--- config.mk ---
export PLATFORM = sky130hd
export DESIGN_NAME = ctar_core_timing
export DESIGN_NICKNAME = d
export VERILOG_FILES = /design/src/rtl/ctar_pkg.sv /design/src/rtl/ctar_route_if.sv /design/src/rtl/ctar_route_decode.sv /design/src/rtl/ctar_core_timing.sv
export VERILOG_INCLUDE_DIRS = /design/src /design/src/rtl
export SDC_FILE = /design/constraint.sdc
export NUM_CORES = 1
export LEC_CHECK = 0
export ABC_AREA = 1
export BUFFER_PORTS_ARGS = -buffer_cell sky130_fd_sc_hd__buf_2
export CAP_MARGIN = 10
export CELL_PAD_IN_SITES_DETAIL_PLACEMENT = 0
export CELL_PAD_IN_SITES_GLOBAL_PLACEMENT = 1
export CORE_MARGIN = 2
export CORE_UTILIZATION = 25
export CTS_BUF_LIST = sky130_fd_sc_hd__clkbuf_2
export CTS_CLUSTER_SIZE = 25
export DETAILED_ROUTE_END_ITERATION = 8
export GPL_TIMING_DRIVEN = 0
export PLACE_DENSITY = 0.71
export SYNTH_ARGS = -nofsm -noshare
export SYNTH_HDL_FRONTEND = slang
export SYNTH_SLANG_ARGS = --single-unit
--- constraint.sdc ---
create_clock -name i_clock -period 2.4 [get_ports i_clock]
set_clock_uncertainty 0.15 [all_clocks]
set_input_delay 0.12 -clock i_clock [delete_from_list [all_inputs] [get_ports i_clock]]
set_output_delay 0.12 -clock i_clock [all_outputs]
set_load 0.02 [all_outputs]
--- src/rtl/ctar_params.svh ---
// constants for core timing and access routing
// Notes on behaviour
// - single store: two cycles to bus or control space, one to single-cycle port
// - store-multiple, plain push and plain pop take one plus N cycles
// - push with link_reg takes 1+N; pop loading program_counter takes 3+N
// - conditional branch: two cycles when taken, one when it falls through
// - branch two, branch_with_link three, branch_exchange and branch_link_exchange two
// - byte and halfword sign and zero extends execute in one cycle
// - all three byte reversal forms execute in one cycle
// - supervisor_call and breakpoint_instr cycles are configuration parameters
// - wait_event and wait_interrupt take two cycles, excluding idle wait
// - bus matrix arbitrates core and debug_access_port to all targets
// - core always wins over the debug_access_port on contention
// - debug accesses use only cycles the core leaves free
// - debugger and core accesses decode through the same address map
// - addresses outside the private region go to the bus master port
// - private region accesses stay inside and never reach the bus port
// - build option redirects data accesses for the bus to the single-cycle port
// - only word accesses allowed in the private region
// - fetch outside code regions raises hard_fault_exception
// - enabled protection_unit overrides map except for the private region
`ifndef CTAR_PARAMS_SVH
`define CTAR_PARAMS_SVH

// ======================================================================
// address map
`define CTAR_PRIV_BASE 32'he0000000
`define CTAR_PRIV_LAST 32'hefffffff
`define CTAR_CODE_LO_LAST 32'h3fffffff
`define CTAR_CODE_HI_BASE 32'h60000000
`define CTAR_CODE_HI_LAST 32'h9fffffff

// ======================================================================
// instruction cycle figures
`define CTAR_CYC_STORE_BUS 6'h02
`define CTAR_CYC_STORE_IO 6'h01
`define CTAR_CYC_MULTI_BASE 6'h01
`define CTAR_CYC_POP_PC_BASE 6'h03
`define CTAR_CYC_BR_TAKEN 6'h02
`define CTAR_CYC_BR_FALL 6'h01
`define CTAR_CYC_BRANCH 6'h02
`define CTAR_CYC_BRANCH_LINK 6'h03
`define CTAR_CYC_BRANCH_EXCH 6'h02
`define CTAR_CYC_SINGLE 6'h01
`define CTAR_CYC_WAIT 6'h02
`define CTAR_CYC_SPECIAL 6'h03
`define CTAR_CYC_BARRIER 6'h03
`define CTAR_CYC_LAST 6'h01

// ======================================================================
// bus encodings
`define CTAR_HTRANS_IDLE 2'h0
`define CTAR_HTRANS_NONSEQ 2'h2

`endif

--- src/rtl/ctar_pkg.sv ---
// types for core timing and access routing
package ctar_pkg;

	// instruction timing classes
	typedef enum logic [4:0]
	{
		CTAR_OP_ALU = 5'h00,
		CTAR_OP_STORE_SINGLE = 5'h01,
		CTAR_OP_STORE_MULTIPLE = 5'h02,
		CTAR_OP_PUSH = 5'h03,
		CTAR_OP_PUSH_LINK_REG = 5'h04,
		CTAR_OP_POP = 5'h05,
		CTAR_OP_POP_PROGRAM_COUNTER = 5'h06,
		CTAR_OP_BRANCH_COND = 5'h07,
		CTAR_OP_BRANCH = 5'h08,
		CTAR_OP_BRANCH_WITH_LINK = 5'h09,
		CTAR_OP_BRANCH_EXCHANGE = 5'h0a,
		CTAR_OP_BRANCH_LINK_EXCHANGE = 5'h0b,
		CTAR_OP_EXTEND = 5'h0c,
		CTAR_OP_REVERSE = 5'h0d,
		CTAR_OP_SUPERVISOR_CALL = 5'h0e,
		CTAR_OP_BREAKPOINT_INSTR = 5'h0f,
		CTAR_OP_SPECIAL_REG_READ = 5'h10,
		CTAR_OP_SPECIAL_REG_WRITE = 5'h11,
		CTAR_OP_BARRIER = 5'h12,
		CTAR_OP_WAIT_EVENT = 5'h13,
		CTAR_OP_WAIT_INTERRUPT = 5'h14,
		CTAR_OP_SEND_EVENT = 5'h15,
		CTAR_OP_IRQ_TOGGLE = 5'h16,
		CTAR_OP_NOP = 5'h17,
		CTAR_OP_YIELD = 5'h18
	} ctar_op_e;

	// access size, as the low bits of a bus size field
	typedef enum logic [1:0]
	{
		CTAR_SZ_BYTE = 2'h0,
		CTAR_SZ_HALF = 2'h1,
		CTAR_SZ_WORD = 2'h2
	} ctar_size_e;

	// timing sequencer states
	typedef enum logic [2:0]
	{
		CTAR_ST_IDLE = 3'b001,
		CTAR_ST_EXEC = 3'b010,
		CTAR_ST_SLEEP = 3'b100
	} ctar_state_e;

endpackage

--- src/rtl/ctar_route_if.sv ---
// address decode request and verdict between the matrix and its decoder
`timescale 1ns/100ps
interface ctar_route_if;
	import ctar_pkg::*;
	logic [31:0] addr;
	ctar_size_e size;
	logic fetch;
	logic prot_en;
	logic prot_xn;
	logic to_priv;
	logic to_io;
	logic to_ahb;
	logic exec_ok;
	logic size_ok;

	modport decoder (input addr, input size, input fetch, input prot_en, input prot_xn,
		output to_priv, output to_io, output to_ahb, output exec_ok, output size_ok);
	modport user (output addr, output size, output fetch, output prot_en, output prot_xn,
		input to_priv, input to_io, input to_ahb, input exec_ok, input size_ok);
endinterface

--- src/rtl/ctar_route_decode.sv ---
// address map decoder shared by core and debug traffic
`timescale 1ns/100ps
`include "ctar_params.svh"
module ctar_route_decode #(
	parameter bit IO_REDIRECT = 1'b0
)(
	ctar_route_if.decoder rif
);
	import ctar_pkg::*;

	wire in_priv;
	wire code_ok;

	// ======================================================================
	// region decode
	assign in_priv = (rif.addr >= `CTAR_PRIV_BASE) && (rif.addr <= `CTAR_PRIV_LAST);
	assign code_ok = (rif.addr <= `CTAR_CODE_LO_LAST) ||
		((rif.addr >= `CTAR_CODE_HI_BASE) && (rif.addr <= `CTAR_CODE_HI_LAST));

	// ======================================================================
	// verdicts; private region is never opened up by the protection unit
	assign rif.to_priv = in_priv;
	assign rif.to_io = !in_priv && IO_REDIRECT && !rif.fetch;
	assign rif.to_ahb = !in_priv && !rif.to_io;
	assign rif.exec_ok = in_priv ? 1'b0 : (rif.prot_en ? !rif.prot_xn : code_ok);
	assign rif.size_ok = !in_priv || (rif.size == CTAR_SZ_WORD);
endmodule

--- src/rtl/ctar_core_timing.sv ---
// instruction cycle sequencer and bus matrix with address routing
`timescale 1ns/100ps
`include "ctar_params.svh"
module ctar_core_timing #(
	parameter bit IO_REDIRECT = 1'b0,
	parameter int CNT_W = 6,
	parameter int REG_W = 4,
	parameter logic [5:0] SVC_CYCLES = 6'h04,
	parameter logic [5:0] BREAKPOINT_INSTR_CYCLES = 6'h04
)(
	input wire logic i_clock,
	input wire logic i_reset_n,
	// instruction issue side
	input wire logic i_issue,
	input wire ctar_pkg::ctar_op_e i_op,
	input wire logic [REG_W-1:0] i_reg_count,
	input wire logic i_cond_pass,
	input wire logic [31:0] i_store_addr,
	input wire logic i_wake,
	output logic o_issue_ready,
	output logic o_busy,
	output logic o_retire,
	output logic o_sleeping,
	output logic [CNT_W-1:0] o_last_cycles,
	// core master
	input wire logic i_core_req,
	input wire logic [31:0] i_core_addr,
	input wire logic i_core_write,
	input wire ctar_pkg::ctar_size_e i_core_size,
	input wire logic i_core_fetch,
	input wire logic [31:0] i_core_wdata,
	input wire logic i_prot_en,
	input wire logic i_prot_xn,
	output logic o_core_ready,
	output logic o_core_ack,
	// debug master
	input wire logic i_dbg_req,
	input wire logic [31:0] i_dbg_addr,
	input wire logic i_dbg_write,
	input wire ctar_pkg::ctar_size_e i_dbg_size,
	input wire logic [31:0] i_dbg_wdata,
	output logic o_dbg_ready,
	output logic o_dbg_ack,
	// bus master port
	input wire logic i_hready,
	output logic [31:0] o_haddr,
	output logic [1:0] o_htrans,
	output logic o_hwrite,
	output logic [2:0] o_hsize,
	output logic [31:0] o_hwdata,
	// single-cycle port and private region
	output logic o_io_sel,
	output logic o_priv_sel,
	output logic [31:0] o_local_addr,
	output logic o_local_write,
	output logic [31:0] o_local_wdata,
	// faults
	output logic o_size_fault,
	output logic o_hard_fault
);
	import ctar_pkg::*;

	// ======================================================================
	// cycle lookup
	// one table for every timing class; illegal op codes count as one cycle
	function automatic logic [CNT_W-1:0] op_cycles(
		input ctar_op_e op,
		input logic [REG_W-1:0] n,
		input logic pass,
		input logic io
	);
		logic [CNT_W-1:0] nn;
		logic [CNT_W-1:0] c;
		nn = CNT_W'(n);
		c = CNT_W'(`CTAR_CYC_SINGLE);
		case (op)
			CTAR_OP_STORE_SINGLE:
				c = io ? CNT_W'(`CTAR_CYC_STORE_IO) : CNT_W'(`CTAR_CYC_STORE_BUS);
			CTAR_OP_STORE_MULTIPLE, CTAR_OP_PUSH, CTAR_OP_POP:
				c = CNT_W'(`CTAR_CYC_MULTI_BASE) + nn;
			CTAR_OP_PUSH_LINK_REG:
				c = CNT_W'(`CTAR_CYC_MULTI_BASE) + nn;
			CTAR_OP_POP_PROGRAM_COUNTER:
				c = CNT_W'(`CTAR_CYC_POP_PC_BASE) + nn;
			CTAR_OP_BRANCH_COND:
				c = pass ? CNT_W'(`CTAR_CYC_BR_TAKEN) : CNT_W'(`CTAR_CYC_BR_FALL);
			CTAR_OP_BRANCH:
				c = CNT_W'(`CTAR_CYC_BRANCH);
			CTAR_OP_BRANCH_WITH_LINK:
				c = CNT_W'(`CTAR_CYC_BRANCH_LINK);
			CTAR_OP_BRANCH_EXCHANGE, CTAR_OP_BRANCH_LINK_EXCHANGE:
				c = CNT_W'(`CTAR_CYC_BRANCH_EXCH);
			CTAR_OP_EXTEND:
				c = CNT_W'(`CTAR_CYC_SINGLE);
			CTAR_OP_REVERSE:
				c = CNT_W'(`CTAR_CYC_SINGLE);
			CTAR_OP_SUPERVISOR_CALL:
				c = CNT_W'(SVC_CYCLES);
			CTAR_OP_BREAKPOINT_INSTR:
				c = CNT_W'(BREAKPOINT_INSTR_CYCLES);
			CTAR_OP_WAIT_EVENT, CTAR_OP_WAIT_INTERRUPT:
				c = CNT_W'(`CTAR_CYC_WAIT);
			CTAR_OP_SPECIAL_REG_READ, CTAR_OP_SPECIAL_REG_WRITE:
				c = CNT_W'(`CTAR_CYC_SPECIAL);
			CTAR_OP_BARRIER:
				c = CNT_W'(`CTAR_CYC_BARRIER);
			CTAR_OP_SEND_EVENT, CTAR_OP_IRQ_TOGGLE, CTAR_OP_NOP, CTAR_OP_YIELD:
				c = CNT_W'(`CTAR_CYC_SINGLE);
			default:
				c = CNT_W'(`CTAR_CYC_SINGLE);
		endcase
		// a zero figure would wrap the countdown and stretch the op to 2^CNT_W cycles
		if (c == '0)
		begin
			c = CNT_W'(`CTAR_CYC_LAST);
		end
		return c;
	endfunction

	// ======================================================================
	// store target decode, same map as the bus matrix
	ctar_route_if store_rif ();

	assign store_rif.addr = i_store_addr;
	assign store_rif.size = CTAR_SZ_WORD;
	assign store_rif.fetch = 1'b0;
	assign store_rif.prot_en = 1'b0;
	assign store_rif.prot_xn = 1'b0;

	ctar_route_decode #(
		.IO_REDIRECT(IO_REDIRECT)
	) u_store_decode (
		.rif(store_rif)
	);

	// ======================================================================
	// timing sequencer
	ctar_state_e state;
	ctar_state_e next_state;
	logic [CNT_W-1:0] remain;
	logic [CNT_W-1:0] next_remain;
	logic wait_pend;
	wire issue_take;
	wire issue_is_wait;
	wire last_cycle;
	wire [CNT_W-1:0] issue_cycles;

	assign issue_take = i_issue && o_issue_ready;
	assign issue_is_wait = (i_op == CTAR_OP_WAIT_EVENT) || (i_op == CTAR_OP_WAIT_INTERRUPT);
	assign issue_cycles = op_cycles(i_op, i_reg_count, i_cond_pass, store_rif.to_io);
	assign last_cycle = (state == CTAR_ST_EXEC) && (remain == CNT_W'(`CTAR_CYC_LAST));

	// next state; idle time asleep is not part of the wait figure
	always_comb
	begin
		next_state = state;
		next_remain = remain;
		unique case (state)
			CTAR_ST_IDLE:
			begin
				if (issue_take)
				begin
					next_state = CTAR_ST_EXEC;
					next_remain = issue_cycles;
				end
			end
			CTAR_ST_EXEC:
			begin
				if (last_cycle)
				begin
					next_state = wait_pend ? CTAR_ST_SLEEP : CTAR_ST_IDLE;
				end
				else
				begin
					next_remain = remain - CNT_W'(`CTAR_CYC_LAST);
				end
			end
			CTAR_ST_SLEEP:
			begin
				if (i_wake)
				begin
					next_state = CTAR_ST_IDLE;
				end
			end
		endcase
	end

	// sequencer state
	always_ff @(posedge i_clock or negedge i_reset_n)
	begin
		if (!i_reset_n)
		begin
			state <= CTAR_ST_IDLE;
			remain <= '0;
			wait_pend <= 1'b0;
		end
		else
		begin
			state <= next_state;
			remain <= next_remain;
			if (issue_take)
			begin
				wait_pend <= issue_is_wait;
			end
		end
	end

	// sequencer outputs, all registered; ready, busy and sleeping from the next state, retire from the current last cycle
	always_ff @(posedge i_clock or negedge i_reset_n)
	begin
		if (!i_reset_n)
		begin
			o_issue_ready <= 1'b1;
			o_busy <= 1'b0;
			o_retire <= 1'b0;
			o_sleeping <= 1'b0;
			o_last_cycles <= '0;
		end
		else
		begin
			o_issue_ready <= (next_state == CTAR_ST_IDLE);
			o_busy <= (next_state == CTAR_ST_EXEC);
			o_retire <= last_cycle;
			o_sleeping <= (next_state == CTAR_ST_SLEEP);
			if (issue_take)
			begin
				o_last_cycles <= issue_cycles;
			end
		end
	end

	// ======================================================================
	// bus matrix arbitration
	// core wins any tie, so debug only takes cycles the core leaves free
	wire core_take;
	wire dbg_take;
	wire any_take;

	assign core_take = i_core_req && o_core_ready && i_hready;
	assign dbg_take = i_dbg_req && o_dbg_ready && i_hready && !core_take;
	assign any_take = core_take || dbg_take;

	// ======================================================================
	// shared decode of the winning request
	ctar_route_if bus_rif ();
	wire [31:0] sel_wdata;
	wire sel_write;
	wire issue_ok;

	assign bus_rif.addr = core_take ? i_core_addr : i_dbg_addr;
	assign bus_rif.size = core_take ? i_core_size : i_dbg_size;
	assign bus_rif.fetch = core_take && i_core_fetch;
	assign bus_rif.prot_en = i_prot_en;
	assign bus_rif.prot_xn = i_prot_xn;
	assign sel_wdata = core_take ? i_core_wdata : i_dbg_wdata;
	assign sel_write = core_take ? i_core_write : i_dbg_write;

	ctar_route_decode #(
		.IO_REDIRECT(IO_REDIRECT)
	) u_bus_decode (
		.rif(bus_rif)
	);

	// faulted requests are answered but never reach any target
	assign issue_ok = any_take && bus_rif.size_ok && (!bus_rif.fetch || bus_rif.exec_ok);

	// handshakes: ready drops for one cycle after each take
	always_ff @(posedge i_clock or negedge i_reset_n)
	begin
		if (!i_reset_n)
		begin
			o_core_ready <= 1'b1;
			o_dbg_ready <= 1'b1;
			o_core_ack <= 1'b0;
			o_dbg_ack <= 1'b0;
			o_size_fault <= 1'b0;
			o_hard_fault <= 1'b0;
		end
		else
		begin
			o_core_ready <= !core_take;
			o_dbg_ready <= !dbg_take;
			o_core_ack <= core_take;
			o_dbg_ack <= dbg_take;
			o_size_fault <= any_take && !bus_rif.size_ok;
			o_hard_fault <= any_take && bus_rif.fetch && !bus_rif.exec_ok;
		end
	end

	// ======================================================================
	// bus master port: address phase, then data phase on the next ready
	logic [31:0] pend_wdata;

	always_ff @(posedge i_clock or negedge i_reset_n)
	begin
		if (!i_reset_n)
		begin
			o_haddr <= '0;
			o_htrans <= `CTAR_HTRANS_IDLE;
			o_hwrite <= 1'b0;
			o_hsize <= '0;
			o_hwdata <= '0;
			pend_wdata <= '0;
		end
		else if (i_hready)
		begin
			o_hwdata <= pend_wdata;
			if (issue_ok && bus_rif.to_ahb)
			begin
				o_haddr <= bus_rif.addr;
				o_htrans <= `CTAR_HTRANS_NONSEQ;
				o_hwrite <= sel_write;
				o_hsize <= {1'b0, bus_rif.size};
				pend_wdata <= sel_wdata;
			end
			else
			begin
				o_htrans <= `CTAR_HTRANS_IDLE;
			end
		end
	end

	// ======================================================================
	// single-cycle port and private region strobes
	always_ff @(posedge i_clock or negedge i_reset_n)
	begin
		if (!i_reset_n)
		begin
			o_io_sel <= 1'b0;
			o_priv_sel <= 1'b0;
			o_local_addr <= '0;
			o_local_write <= 1'b0;
			o_local_wdata <= '0;
		end
		else
		begin
			o_io_sel <= issue_ok && bus_rif.to_io;
			o_priv_sel <= issue_ok && bus_rif.to_priv;
			if (issue_ok && !bus_rif.to_ahb)
			begin
				o_local_addr <= bus_rif.addr;
				o_local_write <= sel_write;
				o_local_wdata <= sel_wdata;
			end
		end
	end

endmodule

==> results of run 1 <==
[power by group through the flow]
stage               Sequential [W]  Combinational, W  Clock, W
detailed placement         0.00447           0.00324         0
global placement           0.00445           0.00321         0
floorplan                  0.00524           0.00100         0
finish                     0.00441           0.00358   0.00166
CTS                        0.00441           0.00355   0.00175
global route               0.00453           0.00390   0.00186
[sequential cells by signal (all words and copies together) (netlist names), 2 cells and up]
register and cells:
o_haddr 32, o_hsize 2, o_hwdata 32, o_last_cycles 5, o_local_addr 32, o_local_wdata 32
pend_wdata 32, remain 6, state 3
[worst max-delay path, stage by stage]
cell and delay [ns]:
sky130_fd_sc_hd__dlygate4sd3_1 0.53, sky130_fd_sc_hd__buf_2 0.14, sky130_fd_sc_hd__inv_1 0.07, sky130_fd_sc_hd__nand2_1 0.06
sky130_fd_sc_hd__inv_1 0.07, sky130_fd_sc_hd__nand3_2 0.10, sky130_fd_sc_hd__inv_1 0.08, sky130_fd_sc_hd__ha_1 0.21
sky130_fd_sc_hd__nand3_1 0.10, sky130_fd_sc_hd__nand2_1 0.05, sky130_fd_sc_hd__nand2_1 0.05, sky130_fd_sc_hd__dlygate4sd3_1 0.55
sky130_fd_sc_hd__nand3_2 0.11, sky130_fd_sc_hd__o21ai_1 0.14, sky130_fd_sc_hd__dlygate4sd3_1 0.56
[per-stage QoR]
| step | setup slack [ns] | total power [W] | cell area (um2) |
|---|---|---|---|
| after floorplan | 0.337 | 0.00624 | 9020 |
| after global routing | -0.0304 | 0.0103 | 14000 |
| final | 0.0321 | 0.00965 | 14000 |
| after global placement | -2.27 | 0.00766 | 11100 |
| after detailed placement | -0.186 | 0.00771 | 11100 |
| after CTS | 0.00224 | 0.00972 | 13900 |
[kinds of logic (layout without fill, tap and decap cells)]
| logic type | count (synthesis) | after routing |
|---|---|---|
| xor gates and xnor gates | 2 | 2 |
| muxes | 32 | 32 |
| AOI/OAI and AO/OA | 27 | 27 |
| DFF | 191 | 191 |
| buffers and inverters | 127 | 709 |
| and+or+nand+nor | 696 | 696 |
| other | 1 | 6 |
| adders and majority gates | 4 | 4 |
[cell usage in the layout (no fill, tap or decap), types with 5 or more instances in the layout]
cell type	n
sky130_fd_sc_hd__nand2_1	505
sky130_fd_sc_hd__buf_2	312
sky130_fd_sc_hd__dlygate4sd3_1	241
sky130_fd_sc_hd__dfrtp_1	187
sky130_fd_sc_hd__nand4_1	134
sky130_fd_sc_hd__inv_1	46
sky130_fd_sc_hd__mux2_2	32
sky130_fd_sc_hd__buf_4	28
sky130_fd_sc_hd__clkbuf_2	26
sky130_fd_sc_hd__nor2_1	22
sky130_fd_sc_hd__nand3_1	13
sky130_fd_sc_hd__o21ai_0	12
sky130_fd_sc_hd__clkbuf_1	11
sky130_fd_sc_hd__clkbuf_4	11
sky130_fd_sc_hd__buf_6	10
sky130_fd_sc_hd__a21oi_1	6
sky130_fd_sc_hd__buf_1	5
[area by class of cell]
cell class | count | area (um2)
flip-flops and latches | 191 | 4780
repair buffers | 552 | 4020
inverters | 49 | 186
well taps | 461 | 577
plain buffers | 78 | 518
clock inverters | 13 | 140
fillers | 3684 | 21500
multi-input cells | 765 | 3700
clock buffers | 17 | 85.1
diodes | 2 | 5.00
[per-layer routing]
metal  vias to the layer above  GRT usage (%)  share of wire, %  wire (um)
li1                       4675              -                 -          -
met3                        88           5.03               6.1       2210
met2                       337           31.3                46      16700
met4                         0           8.22               3.9       1420
met1                      4599           24.2                44      15800
met5                         -              0                 0          0
[worst max path at each step]
stage	start	to	slack, ns
6_report	i_op[3]	o_last_cycles[3]	0.03
5_1_grt	o_core_ready	pend_wdata[13]	-0.03
4_1_cts	o_core_ready	o_htrans[1]	0.002
3_5_place_dp	o_core_ready	o_haddr[1]	-0.19
3_3_place_gp	i_reset_n	o_local_addr[28]	-2.27
2_1_floorplan	o_core_ready	o_haddr[21]	0.34
[repair_timing]
item / 4_1_cts / 5_1_grt
buffers inserted: 3 / 5
resized for setup: 17 / 55
gates cloned: 0 / 0
pin swaps: 1 / 6
hold endpoints to repair: 350 / 0
setup endpoints to repair: 121 / 129
hold buffers: 242 / 0
==> results summary, run 1 <==
The final core utilization is 39.4%. The critical path class is in -> reg. The worst register-to-register path begins at o_core_ready. The share of layout cells above drive strength 1 is 27.6%.

In the synthesized netlist the dominant register cell turns out to be sky130_fd_sc_hd__dfrtp_1. The clock sink count came out at 191. The clock latency reported for the late side of the worst-skew pair came out at a little under 0.8 ns. In this run the remaining antenna-violating nets after routing total 0.

By count the netlist is led by sky130_fd_sc_hd__nand2_1, sky130_fd_sc_hd__dfrtp_1, sky130_fd_sc_hd__nand4_1, sky130_fd_sc_hd__inv_1, sky130_fd_sc_hd__buf_2. The XOR/XNOR share of the synthesized area is 0.194%. The detailed placement HPWL came out at 24.8 mm. For flop-to-flop paths, the worst setup slack is 0.12 ns. The measured slew at the worst slew-check pin is 0.888 ns. The synthesized netlist devotes roughly 34% of its cell area to simple gates.

The net count reported at finish is about 1800. The count of TritonRoute iterations in the first routing pass came out at 5. The worst setup path is launched from a primary input. The final global-route overflow total is 0.

Measured along the x axis, the die boundary spans 194 um. After clock tree synthesis, the clock-pin slew on the worst setup and hold paths is 0.26 ns. The first-pass GRT wire length is around 56 mm. STA classifies the critical path endpoint as a flip-flop. Synthesis produced a netlist whose cell count is 1080. The period utilization came out at 98.7%. The relative contribution of combinational cells to total power is 37.1%. The worst register-to-register path ends at o_hwrite. The wire length after detailed routing is 36.1 mm.

The detailed router finished its first iteration with 470 violations. After synthesis, the largest family of logic cells by area is simple AND/OR/NAND/NOR gates. The path type of the worst min-delay path is in -> reg. The number of storage elements in the synthesis netlist came out at 191. The flow ran to the end, and the final reports show no timing, DRC or antenna violations. Internal power comes to 0.00579 W. The data arrival time at the worst-slack endpoint is 2.95 ns. The largest total area in the synthesized netlist belongs to sky130_fd_sc_hd__dfrtp_1.

Hold timing on the final database bottoms out at a slack of between 0.08 and 0.09 ns. The proportion of power drawn by the clock network is 17.2%. Setup repair after global routing could not meet its margin everywhere. The most numerous cell in the Yosys netlist is sky130_fd_sc_hd__nand2_1. The fraction of the mapped netlist area in compound gates is 1.71%. The sequential share of the synthesized area is 53.1%. The number of flops mapped to enable cells by yosys came out at 0. Across the run, the number of max-cap violations was 0. The tightest slew margin relative to the limit is 40.8%. Measured against the total synthesized area, the mux share comes to under 10%.

The total count of hold-check failures in the final report is 0. The area enclosed by the die boundary is approximately 38000 um2. The synthesized cell area came out at 9010 um2. The final number of max-transition violations came out at 0.

The number of buffers on the longest clock path came out at 2. The average via count per standard cell came out at 4.56. The setup violation total in the final timing report came out at 0.

The row count is 69. The adder and majority cell fraction of the synthesized area came out at less than 1%. The switching power came out at 0.00385 W. Yosys attributes the largest share of cell area to sky130_fd_sc_hd__dfrtp_1, sky130_fd_sc_hd__nand2_1, sky130_fd_sc_hd__nand4_1. The number of input and output port buffers inserted came out at 302. The tree is rooted in a sky130_fd_sc_hd__clkbuf_2. The highest clock frequency the design can meet is 422 MHz. The post-detailed-route DRC marker count came out at 0. The total number of vias is around 9700. The vertical die dimension came out at 194 um.

The hold path depth came out at 4. The switching share of power came out at roughly 40%. Counting flops with an async set or reset pin after synthesis yields a share of 100%. Measured in cells, the most critical reg-to-reg path has a length of 8. The core area came out at 35600 um2. The worst voltage drop across the vdd grid came out at 327 uV. Entering global routing, the biggest net connects between 100 and 150 pins. The number of CTS-inserted buffers came out at 17.

The path with the worst hold slack has its endpoint at o_last_cycles[2]. The mean post-synth cell area is 8.34 um2. The time the final worst path needs with I/O delays and setup is 2.37 ns.

The setup TNS came out at 0 ns. The portion of total power attributed to sequential cells came out at a little under half. The distinct cell type count of the synthesized netlist came out at 36. The via count of the first global-routing pass came out at 9726.

For this design the ratio of total power to cell area is 688 nW/um2. The count of boundary I/O pins came out at 339. The placed instance count came out at 1847. The count of placed standard cells in the final layout, fillers left out came out at 2128. The highest net fanout along the worst path came out at 4. The number of antenna violations at the first check in global routing is 2. The final weighted congestion of routability-driven global placement came out at 0.804. The initial core utilization came out at about a quarter.

The H-tree was split into 4 levels. The area growth from synthesis to layout came out at 55.7%. The startpoint identified for the worst hold timing path is i_op[3]. The leakage power came out at between 7 and 8 nW. The required time of the critical path is 2.98 ns. The mean routed wirelength per cell is 17.0 um. For this run, the number of Yosys warnings is 0. The TritonCTS clock tree is built.

The total routing resource utilization after global routing came out at 19.2%. The synthesized design devotes to its leading area cell type 51.9% of total area.
Note: power is estimated with default switching activity, not from simulation.
==> inputs of run 2 (changes only) <==
Settings changed: CORE_MARGIN 2 to unset, PLACE_DENSITY 0.71 to unset, PLACE_DENSITY_LB_ADDON set to 0.1.
==> run 2 against run 1 <==
Power fell by 2.1%. Critical path depth fell by 3. Sequential share of layout area fell by 0.76 points. Sequential power barely moved. Wire length fell by 1.6%. Fmax rose by 1.8%. Via count fell by 2.1%. Utilization rose by 1.0 points.
==> results summary, run 2 (synthesis results as in run 1) <==
In this run switching power makes up 40.0% of total power. The area growth from synthesis to layout is 59.2%. The clock latency reported for the late side of the worst-skew pair came out at 0.76 ns. The worst setup path is launched from a flip-flop. The number of buffers on the longest clock path came out at 2. Row generation in the floorplan step produced 69 rows.

The measured slew at the worst slew-check pin is around 0.82 ns. The met3 routing resource usage after global routing is 5.34%. For this design the static power due to leakage is 7.78 nW.

The portion of total power attributed to sequential cells came out at 46.8%. Of the available clock period, the critical path in the final layout requires 96.9%. The layer with the highest usage after global routing is met2. The floorplan step set the die width to around 190 um. In this run the tightest slew margin relative to its limit is 45.5%. The final weighted congestion of routability-driven global placement came out at 0.766. The pre-antenna-repair detailed-routing pass consisted of 4 iterations.

Setup repair after global routing could not meet its margin everywhere. The mean routed wirelength per cell came out at 16.5 um. The type of destination of the critical path is a flip-flop.

In this run the worst hold path is classified as in -> reg. The final layout contains 1866 nets. Timing would allow up to 430 MHz. The total count of hold-check failures in the final report came out at 0. The proportion of power drawn by the clock network is between 10 and 15%. The post-detailed-route DRC marker count is 0. Setup violations remaining at the end of the flow were counted as 0.

The vertical die dimension is 192 um. The register-to-register setup slack came out at between 0.07 and 0.08 ns. The worst setup path is of the reg -> reg kind. The worst voltage drop across the vdd grid is between 300 and 400 uV.

The library cell used most frequently in the layout, excluding fill and tap cells, is sky130_fd_sc_hd__nand2_1. The clock slew seen by the registers of the worst setup and hold paths came out at 0.27 ns. The launch point of the worst path is o_core_ready. The final antenna-violating net count is 0. The maximum level of the CTS H-tree came out at 4.

At the worst endpoint, the arrival time is 2.84 ns. The total number of vias is approximately 9500. The detailed placement HPWL is about 24 mm. The core area came out at around 35000 um2. Global routing used 25.1% of the available met1 tracks. At the worst endpoint, the required time is 2.91 ns.

The met2 usage in global routing is 31.5%. The setup TNS came out at 0 ns. The max capacitance violation total is 0. The first global-routing pass estimated 53.9 mm of wire.

The depth of the worst register-to-register path is 12. TritonCTS built the clock tree. The clock sink count is 191.

The number of design-rule violations left by the first detailed-router iteration came out at 369. In this run the worst setup path terminates at o_haddr[20]. The root buffer cell chosen for the clock tree is sky130_fd_sc_hd__clkbuf_2.

The capture point of the worst reg-to-reg path is o_haddr[20]. In this run the critical register-to-register path is launched from o_core_ready. The total routing resource utilization after global routing came out at around a fifth. After global routing the overflow that remains totals 0. The worst hold slack across all endpoints is 0.101 ns. The relative contribution of combinational cells to total power is 38.3%.

Buffers inserted during clock tree synthesis total 17. The area enclosed by the die boundary came out at 36800 um2. The hold path depth is 11. The library cells used most frequently in the layout, excluding fill and tap cells, are sky130_fd_sc_hd__nand2_1, sky130_fd_sc_hd__buf_2, sky130_fd_sc_hd__dlygate4sd3_1. 339 I/O pins were placed. The final number of max-transition violations is 0. The number of antenna violations at the first check in global routing came to 2. Summed over all layers, the routed wires come to 35.5 mm. The average via count per standard cell is between 4 and 5. The flow ran to the end, and the final reports show no timing, DRC or antenna violations.

Entering global routing, the biggest net connects 98 pins. The design internal power is about 0.0057 W. Of the cells placed in the final design, the portion with a size suffix greater than 1 is 28.3%.

The highest net fanout along the worst path came out at 7. The power density over cell area is 658 nW/um2. The switching power is ~0.0038 W. The initial core utilization is 25.4%. The number of input and output port buffers inserted came out at 302. The via count of the first global-routing pass is 9507. The worst path needs 2.33 ns of the cycle, external delays included.
## run 2: cell types whose count changed in the layout (fill, tap and decap cells not counted), sizes merged, moves of 2 or more
cell | before | now
buf | 358 | 365
clkinv | 5 | 9
clkbuf | 48 | 46
dlymetal6s4s | 0 | 2
dlygate4sd3 | 241 | 259
clkinvlp | 3 | 1
bufinv | 2 | 0
inv | 52 | 50
## run 2: per-layer routing
metal  routed length (um)  part of all wire, %
met1                16200                   46
met2                16500                   47
met3                 2180                  6.1
met4                  609                  1.7
met5                    0                    0
## run 2: how the worst min path moves through the flow
stage	start	end
2_1_floorplan	i_reset_n	o_busy
3_3_place_gp	i_wake	o_sleeping
3_5_place_dp	i_reset_n	o_hwdata[27]
4_1_cts	i_core_wdata[7]	o_local_wdata[7]
5_1_grt	i_dbg_wdata[4]	o_local_wdata[4]
6_report	i_core_size[0]	o_local_addr[5]
## run 2: power by group through the flow
| stage | clock network (W) | logic, W | registers, W |
|---|---|---|---|
| floorplan | 0 | 0.00100 | 0.00524 |
| detailed placement | 0 | 0.00320 | 0.00448 |
| CTS | 0.00153 | 0.00357 | 0.00442 |
| finish | 0.00141 | 0.00362 | 0.00442 |
| global route | 0.00164 | 0.00398 | 0.00453 |
| global placement | 0 | 0.00320 | 0.00447 |
## run 2: layout make-up
| class | instances | area, um2 |
|---|---|---|
| Sequential cell | 191 | 4780 |
| Clock buffer | 21 | 105 |
| Buffer | 77 | 573 |
| Tap cell | 461 | 577 |
| Antenna cell | 1 | 2.50 |
| Multi-Input combinational cell | 766 | 3750 |
| Timing Repair Buffer | 574 | 4290 |
| Inverter | 49 | 194 |
| Fill cell | 3626 | 21100 |
| Clock inverter | 11 | 67.6 |
## run 2: critical path: stages (launching register included)
cell	delay, ns
sky130_fd_sc_hd__dfstp_2	0.72
sky130_fd_sc_hd__buf_6	0.13
sky130_fd_sc_hd__nand4_1	0.08
sky130_fd_sc_hd__nand2_2	0.12
sky130_fd_sc_hd__nor2_4	0.06
sky130_fd_sc_hd__nand2_4	0.15
sky130_fd_sc_hd__nand3_4	0.09
sky130_fd_sc_hd__nand2_4	0.11
sky130_fd_sc_hd__nand3_4	0.16
sky130_fd_sc_hd__buf_12	0.20
sky130_fd_sc_hd__clkbuf_16	0.16
sky130_fd_sc_hd__nand2_2	0.05
sky130_fd_sc_hd__nand2_1	0.04
## run 2: per-stage QoR
stage | power [W] | setup WS (ns) | util [%] | cell area [um2] | cells
2_1_floorplan | 0.00624 | 0.337 | - | 9020 | 1083
3_3_place_gp | 0.00767 | -2.55 | 31.3 | 11100 | 1846
3_5_place_dp | 0.00769 | -0.440 | 31.4 | 11100 | 1847
4_1_cts | 0.00952 | -0.00391 | 39.6 | 14100 | 2144
5_1_grt | 0.0101 | -0.0358 | 40.4 | 14300 | 2151
6_report | 0.00944 | 0.0733 | 40.4 | 14300 | 2151
## run 2: what timing repair did
item                                   4_1_cts  5_1_grt
gates resized for setup                     39       74
buffers inserted                             4        4
endpoints found under the hold margin      350        2
setup endpoints to repair                  135      129
gates cloned                                 0        3
pin swaps                                    3        7
hold buffers                               261        1
